--- config.mk ---
export PLATFORM = sky130hd
export DESIGN_NAME = smsg_gate
export DESIGN_NICKNAME = d
export VERILOG_FILES = /design/src/smsg_pkg.sv /design/src/smsg_gate.sv
export SDC_FILE = /design/constraint.sdc
export NUM_CORES = 1
export LEC_CHECK = 0
export BUFFER_PORTS_ARGS = -buffer_cell sky130_fd_sc_hd__buf_2
export CAP_MARGIN = 10
export CORE_MARGIN = 4
export CORE_UTILIZATION = 45
export CTS_CLUSTER_SIZE = 40
export DETAILED_ROUTE_END_ITERATION = 8
export HOLD_SLACK_MARGIN = 0.03
export PLACE_DENSITY_LB_ADDON = 0.2
export SYNTH_ARGS = -nofsm -noshare
export SYNTH_HDL_FRONTEND = slang
export SYNTH_SLANG_ARGS = --single-unit
--- constraint.sdc ---
create_clock -name core_clk -period 4.5 [get_ports core_clk]
set_input_delay 0.45 -clock core_clk [delete_from_list [all_inputs] [get_ports core_clk]]
set_output_delay 0.45 -clock core_clk [all_outputs]
set_load 0.1 [all_outputs]
--- src/smsg_pkg.sv ---
// Behaviour
// - Setting 0: pulses only while servo ready
// - Setting 1: pulses regardless of servo ready
// - Stop from terminal or either axis relay
// - Modes 0,4: stop ignored in automatic mode
// - Modes 0,4: manual stop acts as error reset
// - Mode 1: stop, restart resumes remaining distance
// - Modes 1,2: interpolation/interrupt stop jumps to end
// - Mode 2: stop, discard remainder, next step
// - Mode 2: stop during dwell skips at once
// - Modes 3,7: stop, discard remainder, jump end
// - Modes 3,7: aux standby stop sets end code
// - Mode 5: resume during plain interpolation too
// - Mode 6: skip during plain interpolation too
// - Codes 01,02,03,31 mean interpolation
// - Codes 71,72 mean interrupt positioning
// - Resume drives exactly rest-to-target distance
// - Modes 1,5: dwell pauses, resumes remaining time
// - Modes 2,3,6,7: dwell halted, remainder dropped
// - End code replacement keeps aux-on unchanged
// - Modes 1,2,5,6: aux-on unchanged by stop
package smsg_pkg;
   localparam int POS_W = 32;
   localparam int TMR_W = 16;
   localparam int AUX_W = 8;
   localparam int CODE_W = 8;

   // AHB register byte offsets
   localparam logic [7:0] REG_CTRL = 8'h00;
   localparam logic [7:0] REG_TARGET = 8'h04;
   localparam logic [7:0] REG_CMD = 8'h08;
   localparam logic [7:0] REG_STATUS = 8'h0C;
   localparam logic [7:0] REG_REMAIN = 8'h10;
   localparam logic [7:0] REG_DWELL = 8'h14;
   localparam logic [7:0] REG_AUX = 8'h18;

   // CTRL fields
   localparam int CTRL_SRV_CHK_BIT = 0;
   localparam int CTRL_MANUAL_BIT = 1;
   localparam int CTRL_CPATH_BIT = 2;
   localparam int CTRL_MODE_LSB = 4;
   localparam int CTRL_MODE_W = 3;
   localparam logic [31:0] CTRL_RESET = 32'h0000_0000;

   // CMD write bits
   localparam int CMD_START_BIT = 0;
   localparam int CMD_STOP_BIT = 1;
   localparam int CMD_AUX_OFF_BIT = 2;

   // Instruction codes
   localparam logic [CODE_W-1:0] CODE_LIN = 8'h01;
   localparam logic [CODE_W-1:0] CODE_CW = 8'h02;
   localparam logic [CODE_W-1:0] CODE_CCW = 8'h03;
   localparam logic [CODE_W-1:0] CODE_DWELL = 8'h04;
   localparam logic [CODE_W-1:0] CODE_CENTER = 8'h31;
   localparam logic [CODE_W-1:0] CODE_INT1 = 8'h71;
   localparam logic [CODE_W-1:0] CODE_INT2 = 8'h72;
   localparam logic [AUX_W-1:0] AUX_END_CODE = 8'h02;

   // Dwell tick: 10 ms per count at 40 MHz
   localparam int CLK_HZ = 40_000_000;
   localparam int DWELL_TICK_MS = 10;
   localparam int DWELL_TICK_CYC = CLK_HZ / 1000 * DWELL_TICK_MS;

   typedef enum logic [2:0] {
      SMSG_IDLE = 3'b000,
      SMSG_RUN = 3'b001,
      SMSG_DECEL = 3'b011,
      SMSG_HELD = 3'b010,
      SMSG_DWELL = 3'b110
   } smsg_state_e;

   typedef enum logic [1:0] {
      SMSG_DEC_NONE = 2'b00,
      SMSG_DEC_RESUME = 2'b01,
      SMSG_DEC_NEXT = 2'b10,
      SMSG_DEC_END = 2'b11
   } smsg_dec_e;
endpackage

--- src/smsg_gate.sv ---
// Local design decisions: the register addresses and the AHB-Lite slave port.
`timescale 1ns/1ps
module smsg_gate (
   input wire logic core_clk,
   input wire logic rst,
   input wire logic hsel,
   input wire logic [31:0] haddr,
   input wire logic [1:0] htrans,
   input wire logic hwrite,
   input wire logic [2:0] hsize,
   input wire logic [31:0] hwdata,
   input wire logic hready,
   output logic [31:0] hrdata,
   output logic hreadyout,
   output logic hresp,
   input wire logic servo_ready_input,
   input wire logic ext_stop_terminal,
   input wire logic x_axis_stop_relay,
   input wire logic y_axis_stop_relay,
   input wire logic [smsg_pkg::CODE_W-1:0] instr_code,
   input wire logic [smsg_pkg::POS_W-1:0] present_pos,
   input wire logic decel_done,
   output logic pulse_enable,
   output logic decel_req,
   output logic error_reset,
   output logic jump_next,
   output logic jump_end,
   output logic aux_code_on,
   output logic [smsg_pkg::AUX_W-1:0] aux_code
);
   import smsg_pkg::*;

   ////////////////////////////////////////////////////////////////////////////
   // AHB-Lite slave, zero wait states
   logic [31:0] ctrl;
   logic [POS_W-1:0] target;
   logic [POS_W-1:0] remain;
   logic [TMR_W-1:0] dwell_cnt;
   logic [7:0] wr_addr;
   logic wr_pend;
   logic bus_cmd_wr;
   logic [31:0] cmd_bits;
   logic [TMR_W-1:0] dwell_load;
   logic dwell_load_req;
   logic aux_load_req;
   logic [AUX_W-1:0] aux_load;

   // Slave never stalls and never answers with an error
   assign hreadyout = 1'b1;
   assign hresp = 1'b0;

   // Capture the address phase of a write
   always_ff @(posedge core_clk) begin
      if (rst) begin
         wr_pend <= 1'b0;
         wr_addr <= 8'h00;
      end else if (hready) begin
         wr_pend <= hsel && htrans[1] && hwrite;
         wr_addr <= haddr[7:0];
      end
   end

   // Write strobes decoded in the data phase, where hwdata stands
   assign bus_cmd_wr = wr_pend && (wr_addr == REG_CMD);
   assign cmd_bits = bus_cmd_wr ? hwdata : 32'h0000_0000;
   assign dwell_load_req = wr_pend && (wr_addr == REG_DWELL);
   assign dwell_load = hwdata[TMR_W-1:0];
   assign aux_load_req = wr_pend && (wr_addr == REG_AUX);
   assign aux_load = hwdata[AUX_W-1:0];

   // Configuration registers
   always_ff @(posedge core_clk) begin
      if (rst) begin
         ctrl <= CTRL_RESET;
         target <= '0;
      end else if (wr_pend) begin
         if (wr_addr == REG_CTRL) begin
            ctrl <= hwdata;
         end
         if (wr_addr == REG_TARGET) begin
            target <= hwdata;
         end
      end
   end

   ////////////////////////////////////////////////////////////////////////////
   // Stop source and decode
   logic stop_req;
   logic start_req;
   logic stop_d;
   logic stop_edge;
   logic [CTRL_MODE_W-1:0] mode;
   logic manual_mode;
   logic cpath;
   logic interp;
   logic intr_pos;
   smsg_dec_e next_dec;
   smsg_dec_e dec;
   smsg_state_e state;
   logic aux_wait;

   // All stop sources ORed; the software stop bit is only a one-cycle pulse,
   // so the edge detector below treats every source alike
   assign stop_req = ext_stop_terminal | x_axis_stop_relay | y_axis_stop_relay
                   | cmd_bits[CMD_STOP_BIT];
   assign start_req = cmd_bits[CMD_START_BIT];
   assign mode = ctrl[CTRL_MODE_LSB +: CTRL_MODE_W];
   assign manual_mode = ctrl[CTRL_MANUAL_BIT];
   assign cpath = ctrl[CTRL_CPATH_BIT];
   assign interp = (instr_code == CODE_LIN) || (instr_code == CODE_CW)
                || (instr_code == CODE_CCW) || (instr_code == CODE_CENTER);
   assign intr_pos = (instr_code == CODE_INT1) || (instr_code == CODE_INT2);
   assign stop_edge = stop_req && !stop_d;

   // Stop is edge triggered so a held input acts once
   always_ff @(posedge core_clk) begin
      if (rst) begin
         stop_d <= 1'b0;
      end else begin
         stop_d <= stop_req;
      end
   end

   // Decision from the mode sampled at the stop
   // Modes 5 and 6 fall back to the end jump while the continuous path
   // flag is set, as in modes 1 and 2
   always_comb begin
      next_dec = SMSG_DEC_NONE;
      case (mode)
         3'd1: begin
            next_dec = (interp || intr_pos) ? SMSG_DEC_END : SMSG_DEC_RESUME;
         end
         3'd2: begin
            next_dec = (interp || intr_pos) ? SMSG_DEC_END : SMSG_DEC_NEXT;
         end
         3'd3, 3'd7: begin
            next_dec = SMSG_DEC_END;
         end
         3'd5: begin
            if (intr_pos || (interp && cpath)) begin
               next_dec = SMSG_DEC_END;
            end else begin
               next_dec = SMSG_DEC_RESUME;
            end
         end
         3'd6: begin
            if (intr_pos || (interp && cpath)) begin
               next_dec = SMSG_DEC_END;
            end else begin
               next_dec = SMSG_DEC_NEXT;
            end
         end
         default: begin
            next_dec = SMSG_DEC_NONE;
         end
      endcase
   end

   ////////////////////////////////////////////////////////////////////////////
   // Motion and dwell sequencing
   logic [$clog2(DWELL_TICK_CYC)-1:0] tick_cnt;
   logic tick;
   logic act_stop;

   // Modes 0 and 4 never act in automatic mode
   assign act_stop = stop_edge && !manual_mode && (next_dec != SMSG_DEC_NONE);
   assign tick = (tick_cnt == $bits(tick_cnt)'(DWELL_TICK_CYC - 1));

   // Dwell time base; cleared outside DWELL, so a paused dwell restarts its current tick
   always_ff @(posedge core_clk) begin
      if (rst) begin
         tick_cnt <= '0;
      end else if (state != SMSG_DWELL || tick) begin
         tick_cnt <= '0;
      end else begin
         tick_cnt <= tick_cnt + 1'b1;
      end
   end

   // Main sequencer; decision held until a start from HELD clears it
   // HELD keeps the dwell count, so a paused dwell picks up where it left off
   // Stops in DECEL or HELD are ignored: the first stop already decided
   // A dwell load is only taken in IDLE; a busy axis drops it
   // Manual mode never acts on a stop here, only as an error reset
   always_ff @(posedge core_clk) begin
      if (rst) begin
         state <= SMSG_IDLE;
         dec <= SMSG_DEC_NONE;
         dwell_cnt <= '0;
      end else begin
         case (state)
            SMSG_IDLE: begin
               if (dwell_load_req) begin
                  dwell_cnt <= dwell_load;
                  state <= SMSG_DWELL;
               end else if (start_req) begin
                  state <= SMSG_RUN;
               end
            end
            SMSG_RUN: begin
               if (act_stop) begin
                  dec <= next_dec;
                  state <= SMSG_DECEL;
               end else if (present_pos == target) begin
                  state <= SMSG_IDLE;
               end
            end
            SMSG_DECEL: begin
               if (decel_done) begin
                  state <= SMSG_HELD;
               end
            end
            SMSG_DWELL: begin
               if (act_stop) begin
                  dec <= next_dec;
                  if (next_dec == SMSG_DEC_RESUME) begin
                     state <= SMSG_HELD;
                  end else begin
                     dwell_cnt <= '0;
                     state <= SMSG_IDLE;
                  end
               end else if (dwell_cnt == '0) begin
                  state <= SMSG_IDLE;
               end else if (tick) begin
                  dwell_cnt <= dwell_cnt - 1'b1;
               end
            end
            SMSG_HELD: begin
               if (start_req) begin
                  dec <= SMSG_DEC_NONE;
                  if (dec == SMSG_DEC_RESUME && dwell_cnt != '0) begin
                     state <= SMSG_DWELL;
                  end else if (dec == SMSG_DEC_RESUME) begin
                     state <= SMSG_RUN;
                  end else begin
                     state <= SMSG_IDLE;
                  end
               end
            end
            default: begin
               state <= SMSG_IDLE;
            end
         endcase
      end
   end

   // Remaining distance frozen at rest point
   // Limitation: counts one way only; a rest point past the target wraps
   always_ff @(posedge core_clk) begin
      if (rst) begin
         remain <= '0;
      end else if (state == SMSG_DECEL && decel_done) begin
         remain <= target - present_pos;
      end
   end

   // Jump pulses; dwell skip in mode 2 is immediate
   always_ff @(posedge core_clk) begin
      if (rst) begin
         jump_next <= 1'b0;
         jump_end <= 1'b0;
      end else begin
         jump_next <= act_stop && (state == SMSG_DWELL)
                      && (next_dec == SMSG_DEC_NEXT);
         jump_end <= act_stop && (state == SMSG_DWELL)
                     && (next_dec == SMSG_DEC_END);
      end
   end

   // Manual-mode stop in modes 0 and 4 clears errors
   always_ff @(posedge core_clk) begin
      if (rst) begin
         error_reset <= 1'b0;
      end else begin
         error_reset <= stop_edge && manual_mode
                        && ((mode == 3'd0) || (mode == 3'd4));
      end
   end

   ////////////////////////////////////////////////////////////////////////////
   // Auxiliary code; a drive in standby has aux_code_on set
   assign aux_wait = aux_code_on;

   // Stop never touches aux-on; only host off command clears it
   // The end code rewrite follows the load, so a stop in the same cycle
   // as a new code still leaves the end code standing
   always_ff @(posedge core_clk) begin
      if (rst) begin
         aux_code_on <= 1'b0;
         aux_code <= '0;
      end else begin
         if (aux_load_req) begin
            aux_code <= aux_load;
            aux_code_on <= 1'b1;
         end else if (cmd_bits[CMD_AUX_OFF_BIT]) begin
            aux_code_on <= 1'b0;
         end
         if (stop_edge && aux_wait && !manual_mode
             && ((mode == 3'd3) || (mode == 3'd7))) begin
            aux_code <= AUX_END_CODE;
         end
      end
   end

   ////////////////////////////////////////////////////////////////////////////
   // Pulse gating
   // Registered gate: a ready drop is seen one cycle late, traded for a
   // glitch-free flop output towards the drive
   always_ff @(posedge core_clk) begin
      if (rst) begin
         pulse_enable <= 1'b0;
         decel_req <= 1'b0;
      end else begin
         pulse_enable <= (state == SMSG_RUN) && (ctrl[CTRL_SRV_CHK_BIT]
                         || servo_ready_input);
         decel_req <= (state == SMSG_DECEL);
      end
   end

   ////////////////////////////////////////////////////////////////////////////
   // Read data, registered in data phase
   always_ff @(posedge core_clk) begin
      if (rst) begin
         hrdata <= 32'h0000_0000;
      end else if (hready && hsel && htrans[1] && !hwrite) begin
         case (haddr[7:0])
            REG_CTRL: begin
               hrdata <= ctrl;
            end
            REG_TARGET: begin
               hrdata <= target;
            end
            REG_STATUS: begin
               hrdata <= {25'h0, dec, state, aux_code_on, pulse_enable};
            end
            REG_REMAIN: begin
               hrdata <= remain;
            end
            REG_DWELL: begin
               hrdata <= {16'h0000, dwell_cnt};
            end
            REG_AUX: begin
               hrdata <= {24'h000000, aux_code};
            end
            default: begin
               hrdata <= 32'h0000_0000;
            end
         endcase
      end
   end
endmodule

Word level (Yosys, flattened, before mapping)
Index checks and enable logic that the tools add are counted.

operators by class
  equality and inequality tests = 43
  multiplexer cells = 32
  bitwise logic cells = 3
  $add $sub $neg = 3
  reduce and logical (&&, ||, !) cells = 56

operators by type and width
  operator                                              count
  case mux 32 bit (6 select lines)                      1
  two-way mux 16 bit                                    5
  equality test 8 x 5 -> 1 bit (second input constant)  5
  equality test 32 bit                                  1
  case mux 16 bit (2 select lines)                      1
  subtractor 32 bit                                     1
  two-way mux 3 bit                                     10
  logical AND 1 bit                                     23
  inequality test 3 bit (second input constant)         7
  adder 19 x 1 -> 19 bit (second input constant)        1
  equality test 19 bit (second input constant)          1
  equality test 8 x 2 -> 1 bit (second input constant)  2
  equality test 8 x 3 -> 1 bit (second input constant)  2
  equality test 8 x 4 -> 1 bit (second input constant)  2
  equality test 8 x 7 -> 1 bit (second input constant)  2
  logical NOT 16 bit                                    1
  logical NOT 8 bit                                     2
  nonzero test 16 bit                                   1
  subtractor 16 x 1 -> 16 bit (second input constant)   1
  equality test 3 bit (second input constant)           5
  case mux 3 bit (5 select lines)                       1
  two-way mux 2 bit                                     7
  equality test 3 x 2 -> 1 bit (second input constant)  4
  logical OR 1 bit                                      10
  other kinds (18)                                      41

storage, ports and cells
  input port bits = 119
  output and inout port bits = 48
  bits in registers = 192

Depth between registers and ports, before layout
  depth in word-level cells = 12
  mapped depth = 12
  gate-level depth less buffers = 12

Worst setup path after synthesis
No wires, ideal clock.

  path type = input -> register
  start = in present_pos[8] (netlist name)
  end = reg remain[28]
  path slack = 1.795 ns
  path buffers = 0
  library setup time = 0.120 ns
  arrival time = 2.585 ns
  data required time = 4.380 ns
  cell stages on the path = 11
  cells stage by stage = inv_1 ha_1 and2_1 a221o_1 a311oi_1 nand3_1 nand2_1 a31oi_1 a311oi_1 nor4_1 a211o_1

on the way
  word-level cells in the longest chain between the ends = 1

ends and longest elaborated chain
  item                  line              text
  start, declared       smsg_gate.sv:21   input wire logic [smsg_pkg::POS_W-1:0] present_pos,
  subtractor 32 bit     smsg_gate.sv:253  remain <= target - present_pos;
  end signal, assigned  smsg_gate.sv:253
  end, declared         smsg_gate.sv:37   logic [POS_W-1:0] remain;

Every way passes these cells.
A chain may end at the register's enable or synchronous reset.

Worst setup path in the final report
  start = reg target[1]
  end = reg remain[31]

on the way
  word-level cells in the longest chain between the ends = 1

ends and longest elaborated chain
  item                    line              text
  start, declared         smsg_gate.sv:36   logic [POS_W-1:0] target;
  start signal, assigned  smsg_gate.sv:81   target <= hwdata;
  subtractor 32 bit       smsg_gate.sv:253

Every way passes these cells.

==> run_results.csv <==
group,metric,value,unit
placement,gp_congestion,0.881,
timing,period_needed,3150,ps
cells_and_area,syn2layout_area_growth,14.1,%
floorplanning,initial_core_util,0.462,
route,wl_per_cell,17.3,µm
clock_network,htree_levels,4,
power,p_per_area,308,nW/µm²
global_routing,grt-ovfl-total,0,
floorplanning,core,22000,µm²
route,first_pass_iters,5,
power,intPower,2.60,mW
yosys,synth_area_per_cell,7.81,µm²
power,seqPwrFrac,0.480,
setup_path,start_kind,"flop",
outcome,status,"complete, no violations",
power,leakagePower,4.73,nW
job,max_cap_viol_count,0,
floorplanning,die_w,158,µm
cells_and_area,final_core_util,0.527,
timing,tightest_slew,1030,ps
timing,clock-skew-final,16.7,ps
power,clockPowerShare,0.446,
route,wl,29.2,mm
yosys,synth_most_common_cell,"nand2_1",
placement,dp_hpwl,20.3,mm
min_path,hp-class,"input port to flop",
global_routing,grt_start_max_net_pins,71,
global_routing,grt_pass1_wl,46.9,mm
yosys,synthArstFlopShare,0,
yosys,yosys_warnings,0,
yosys,synth_area,10200,µm²
clock_network,cts_sinks,192,
yosys,synth_nets,1457,
yosys,syn_inst,1304,
timing,hold_viol_final,0,
yosys,ys_seq_area_frac,0.377,
floorplanning,row_count,54,
yosys,ys_ff_latch,192,
clock_network,clock_path_buffers,2,
min_path,hp-start,"hwdata[26]",
yosys,synth_cell_types,71,
floorplanning,die_y,158,µm
timing,fmax,0.317,GHz
floorplanning,io-pin-count,167,
timing,finalCritPeriodShare,0.701,
setup_path,crit_path_end_kind,"flop",
route,drc_errors,0,
placement,port_buffers,136,
clock_network,clk_pin_slew_worst_paths,80,ps
floorplanning,die_area,25100,µm²
route,first_iter_violations,697,
setup_path,cp.required,4840,ps
clock_network,clk_latency,450,ps
yosys,yosys_most_used_dff,"dfxtp_1",
setup_path,r2r_start,"target[1]$_SDFFE_PP0P_",
setup_path,startpoint,"target[1]$_SDFFE_PP0P_",
cells_and_area,layout-drive-gt1-share,0.142,
setup_path,crit_arrival,3490,ps
timing,rsz0062_at_grt,"false",
timing,setup_viol,0,
clock_network,cts_root_buffer,"clkbuf_16",
timing,max-slew-margin-rel,0.315,
clock_network,post_cts_buffers,0,
clock_network,numCtsBuffers,17,
clock_network,cts_tree,"built",
power,netSwitchingPower,0.974,mW
yosys,synth_area_leaders,"dfxtp_1, nand2_1, a21oi_1",
power,ir_worst_vdd,0.000239,V
power,switching_share,0.272,
setup_path,crit_fanout,4,
clock_network,cts_resized,0,
power,pwr-share-comb,0.074,
yosys,synth_top_cell_area_share,0.377,
global_routing,grt_util_all_layers,0.230,
timing,finalSetupTns,0,ps
timing,slew_violations,0,
route,via_per_inst,5.71,
cells_and_area,fin_nets,1541,
route,postRouteAntennaNets,0,
yosys,netlist_top_cells_count,"nand2_1, dfxtp_1, a21oi_1, nor2_1, clkbuf_1",
clock_network,postCtsHoldBufs,0,
setup_path,setup.worst_path.class,"flop to flop",
global_routing,grt_antenna_before_repair,3,
yosys,synth_top_cell_by_area,"dfxtp_1",
yosys,synth_edf_count,0,
global_routing,grt_pass1_vias,8960,
route,num_vias,9598,
[power groups by stage]
stage / sequential [mW] / clock [mW] / combinational [mW]
after floorplan: 1.77 / 0 / 0.152
after global placement: 1.76 / 0 / 0.261
after detailed placement: 1.76 / 0 / 0.261
after CTS: 1.72 / 1.61 / 0.263
after global routing: 1.72 / 1.68 / 0.288
final: 1.72 / 1.60 / 0.264
[worst max-delay path, cell delays in order (launching register included)]
cell and delay [ps]:
dfxtp_1 430, ha_1 270, nor2b_1 150, o31ai_1 420, a31oi_1 270, a311oi_1 470
o21a_1 300, o31a_1 230, o21ai_0 110, xor2_1 150, a22o_1 230
[final cells by class]
class	count	area (µm²)
antenna	1	2.50
clock buffer	17	425
clock inverter	15	189
fill	2169	10400
inverter	43	161
multi-input combinational	985	5870
sequential	192	3840
tap	280	350
timing repair buffer	149	781
[stage by stage]
step,setup slack [ps],power (mW),instance area (µm²),cells,hold slack (ps)
after CTS,1410,3.59,11600,1681,245
after global routing,1200,3.69,11600,1681,251
final,1350,3.58,11600,1682,249
after global placement,1230,2.02,11000,1649,437
after floorplan,1790,1.93,10200,1304,431
after detailed placement,1240,2.02,11000,1649,445
[final timing paths]
check / end / cells after the start / slack [ps]
worst max-delay path: remain[31]$_SDFFE_PP0P_ / 10 / 1350
worst min-delay path: ctrl[26]$_SDFFE_PP0P_ / 3 / 250
worst max register to register: remain[31]$_SDFFE_PP0P_ / 10 / 1350
worst min register to register: remain[12]$_SDFFE_PP0P_ / 2 / 450
[kinds of logic (layout without fill, tap and decap cells)]
| kind of cell | count (synthesis) | in the layout | synth area share |
|---|---|---|---|
| xor+xnor | 45 | 45 | 0.0387 |
| flops | 192 | 192 | 0.377 |
| compound gates | 337 | 337 | 0.206 |
| buf+inv | 127 | 224 | 0.0491 |
| other cells | 2 | 3 | 0.000737 |
| mux | 49 | 49 | 0.0482 |
| simple gates | 517 | 517 | 0.236 |
| fa+ha+maj | 35 | 35 | 0.0435 |
[routing by layer]
layer / vias to the layer above / wire length [µm] / GRT usage / share of wire
li1: 4750 / - / - / -
met1: 4555 / 13800 / 0.328 / 0.47
met2: 249 / 13400 / 0.365 / 0.46
met3: 40 / 1430 / 0.0329 / 0.049
met4: 4 / 514 / 0.0630 / 0.018
met5: - / 23 / 0 / 0.00079
[registers in the layout, summed over array words and instances (netlist names)]
register and count:
stop_d 1, error_reset 1, target 32, ctrl 32
state 3, wr_pend 1, jump_next 1, tick_cnt 19
pulse_enable 1, remain 32, dec 2, decel_req 1
dwell_cnt 16, jump_end 1, hrdata 32, aux_code_on 1
aux_code 8, wr_addr 8
[cells in the final DEF, fill, tap and decap left out, drive strengths merged, types with 8 or more instances in the layout]
cell type and count:
nand4 9, nand3 37, dfxtp 192, or2 8, nand2 223, nor4 9
xor2 26, and3 12, a31oi 9, o21ai 54, a2111oi 10, a211oi 10
nor2b 13, nor3 33, a21oi 135, nor2 116, buf 149, a22oi 43
a21o 23, clkbuf 17, inv 51, o22ai 9, ha 33, xnor2 19
or3 10, nand2b 10, mux2i 49
(Power assumes the default switching activity.)
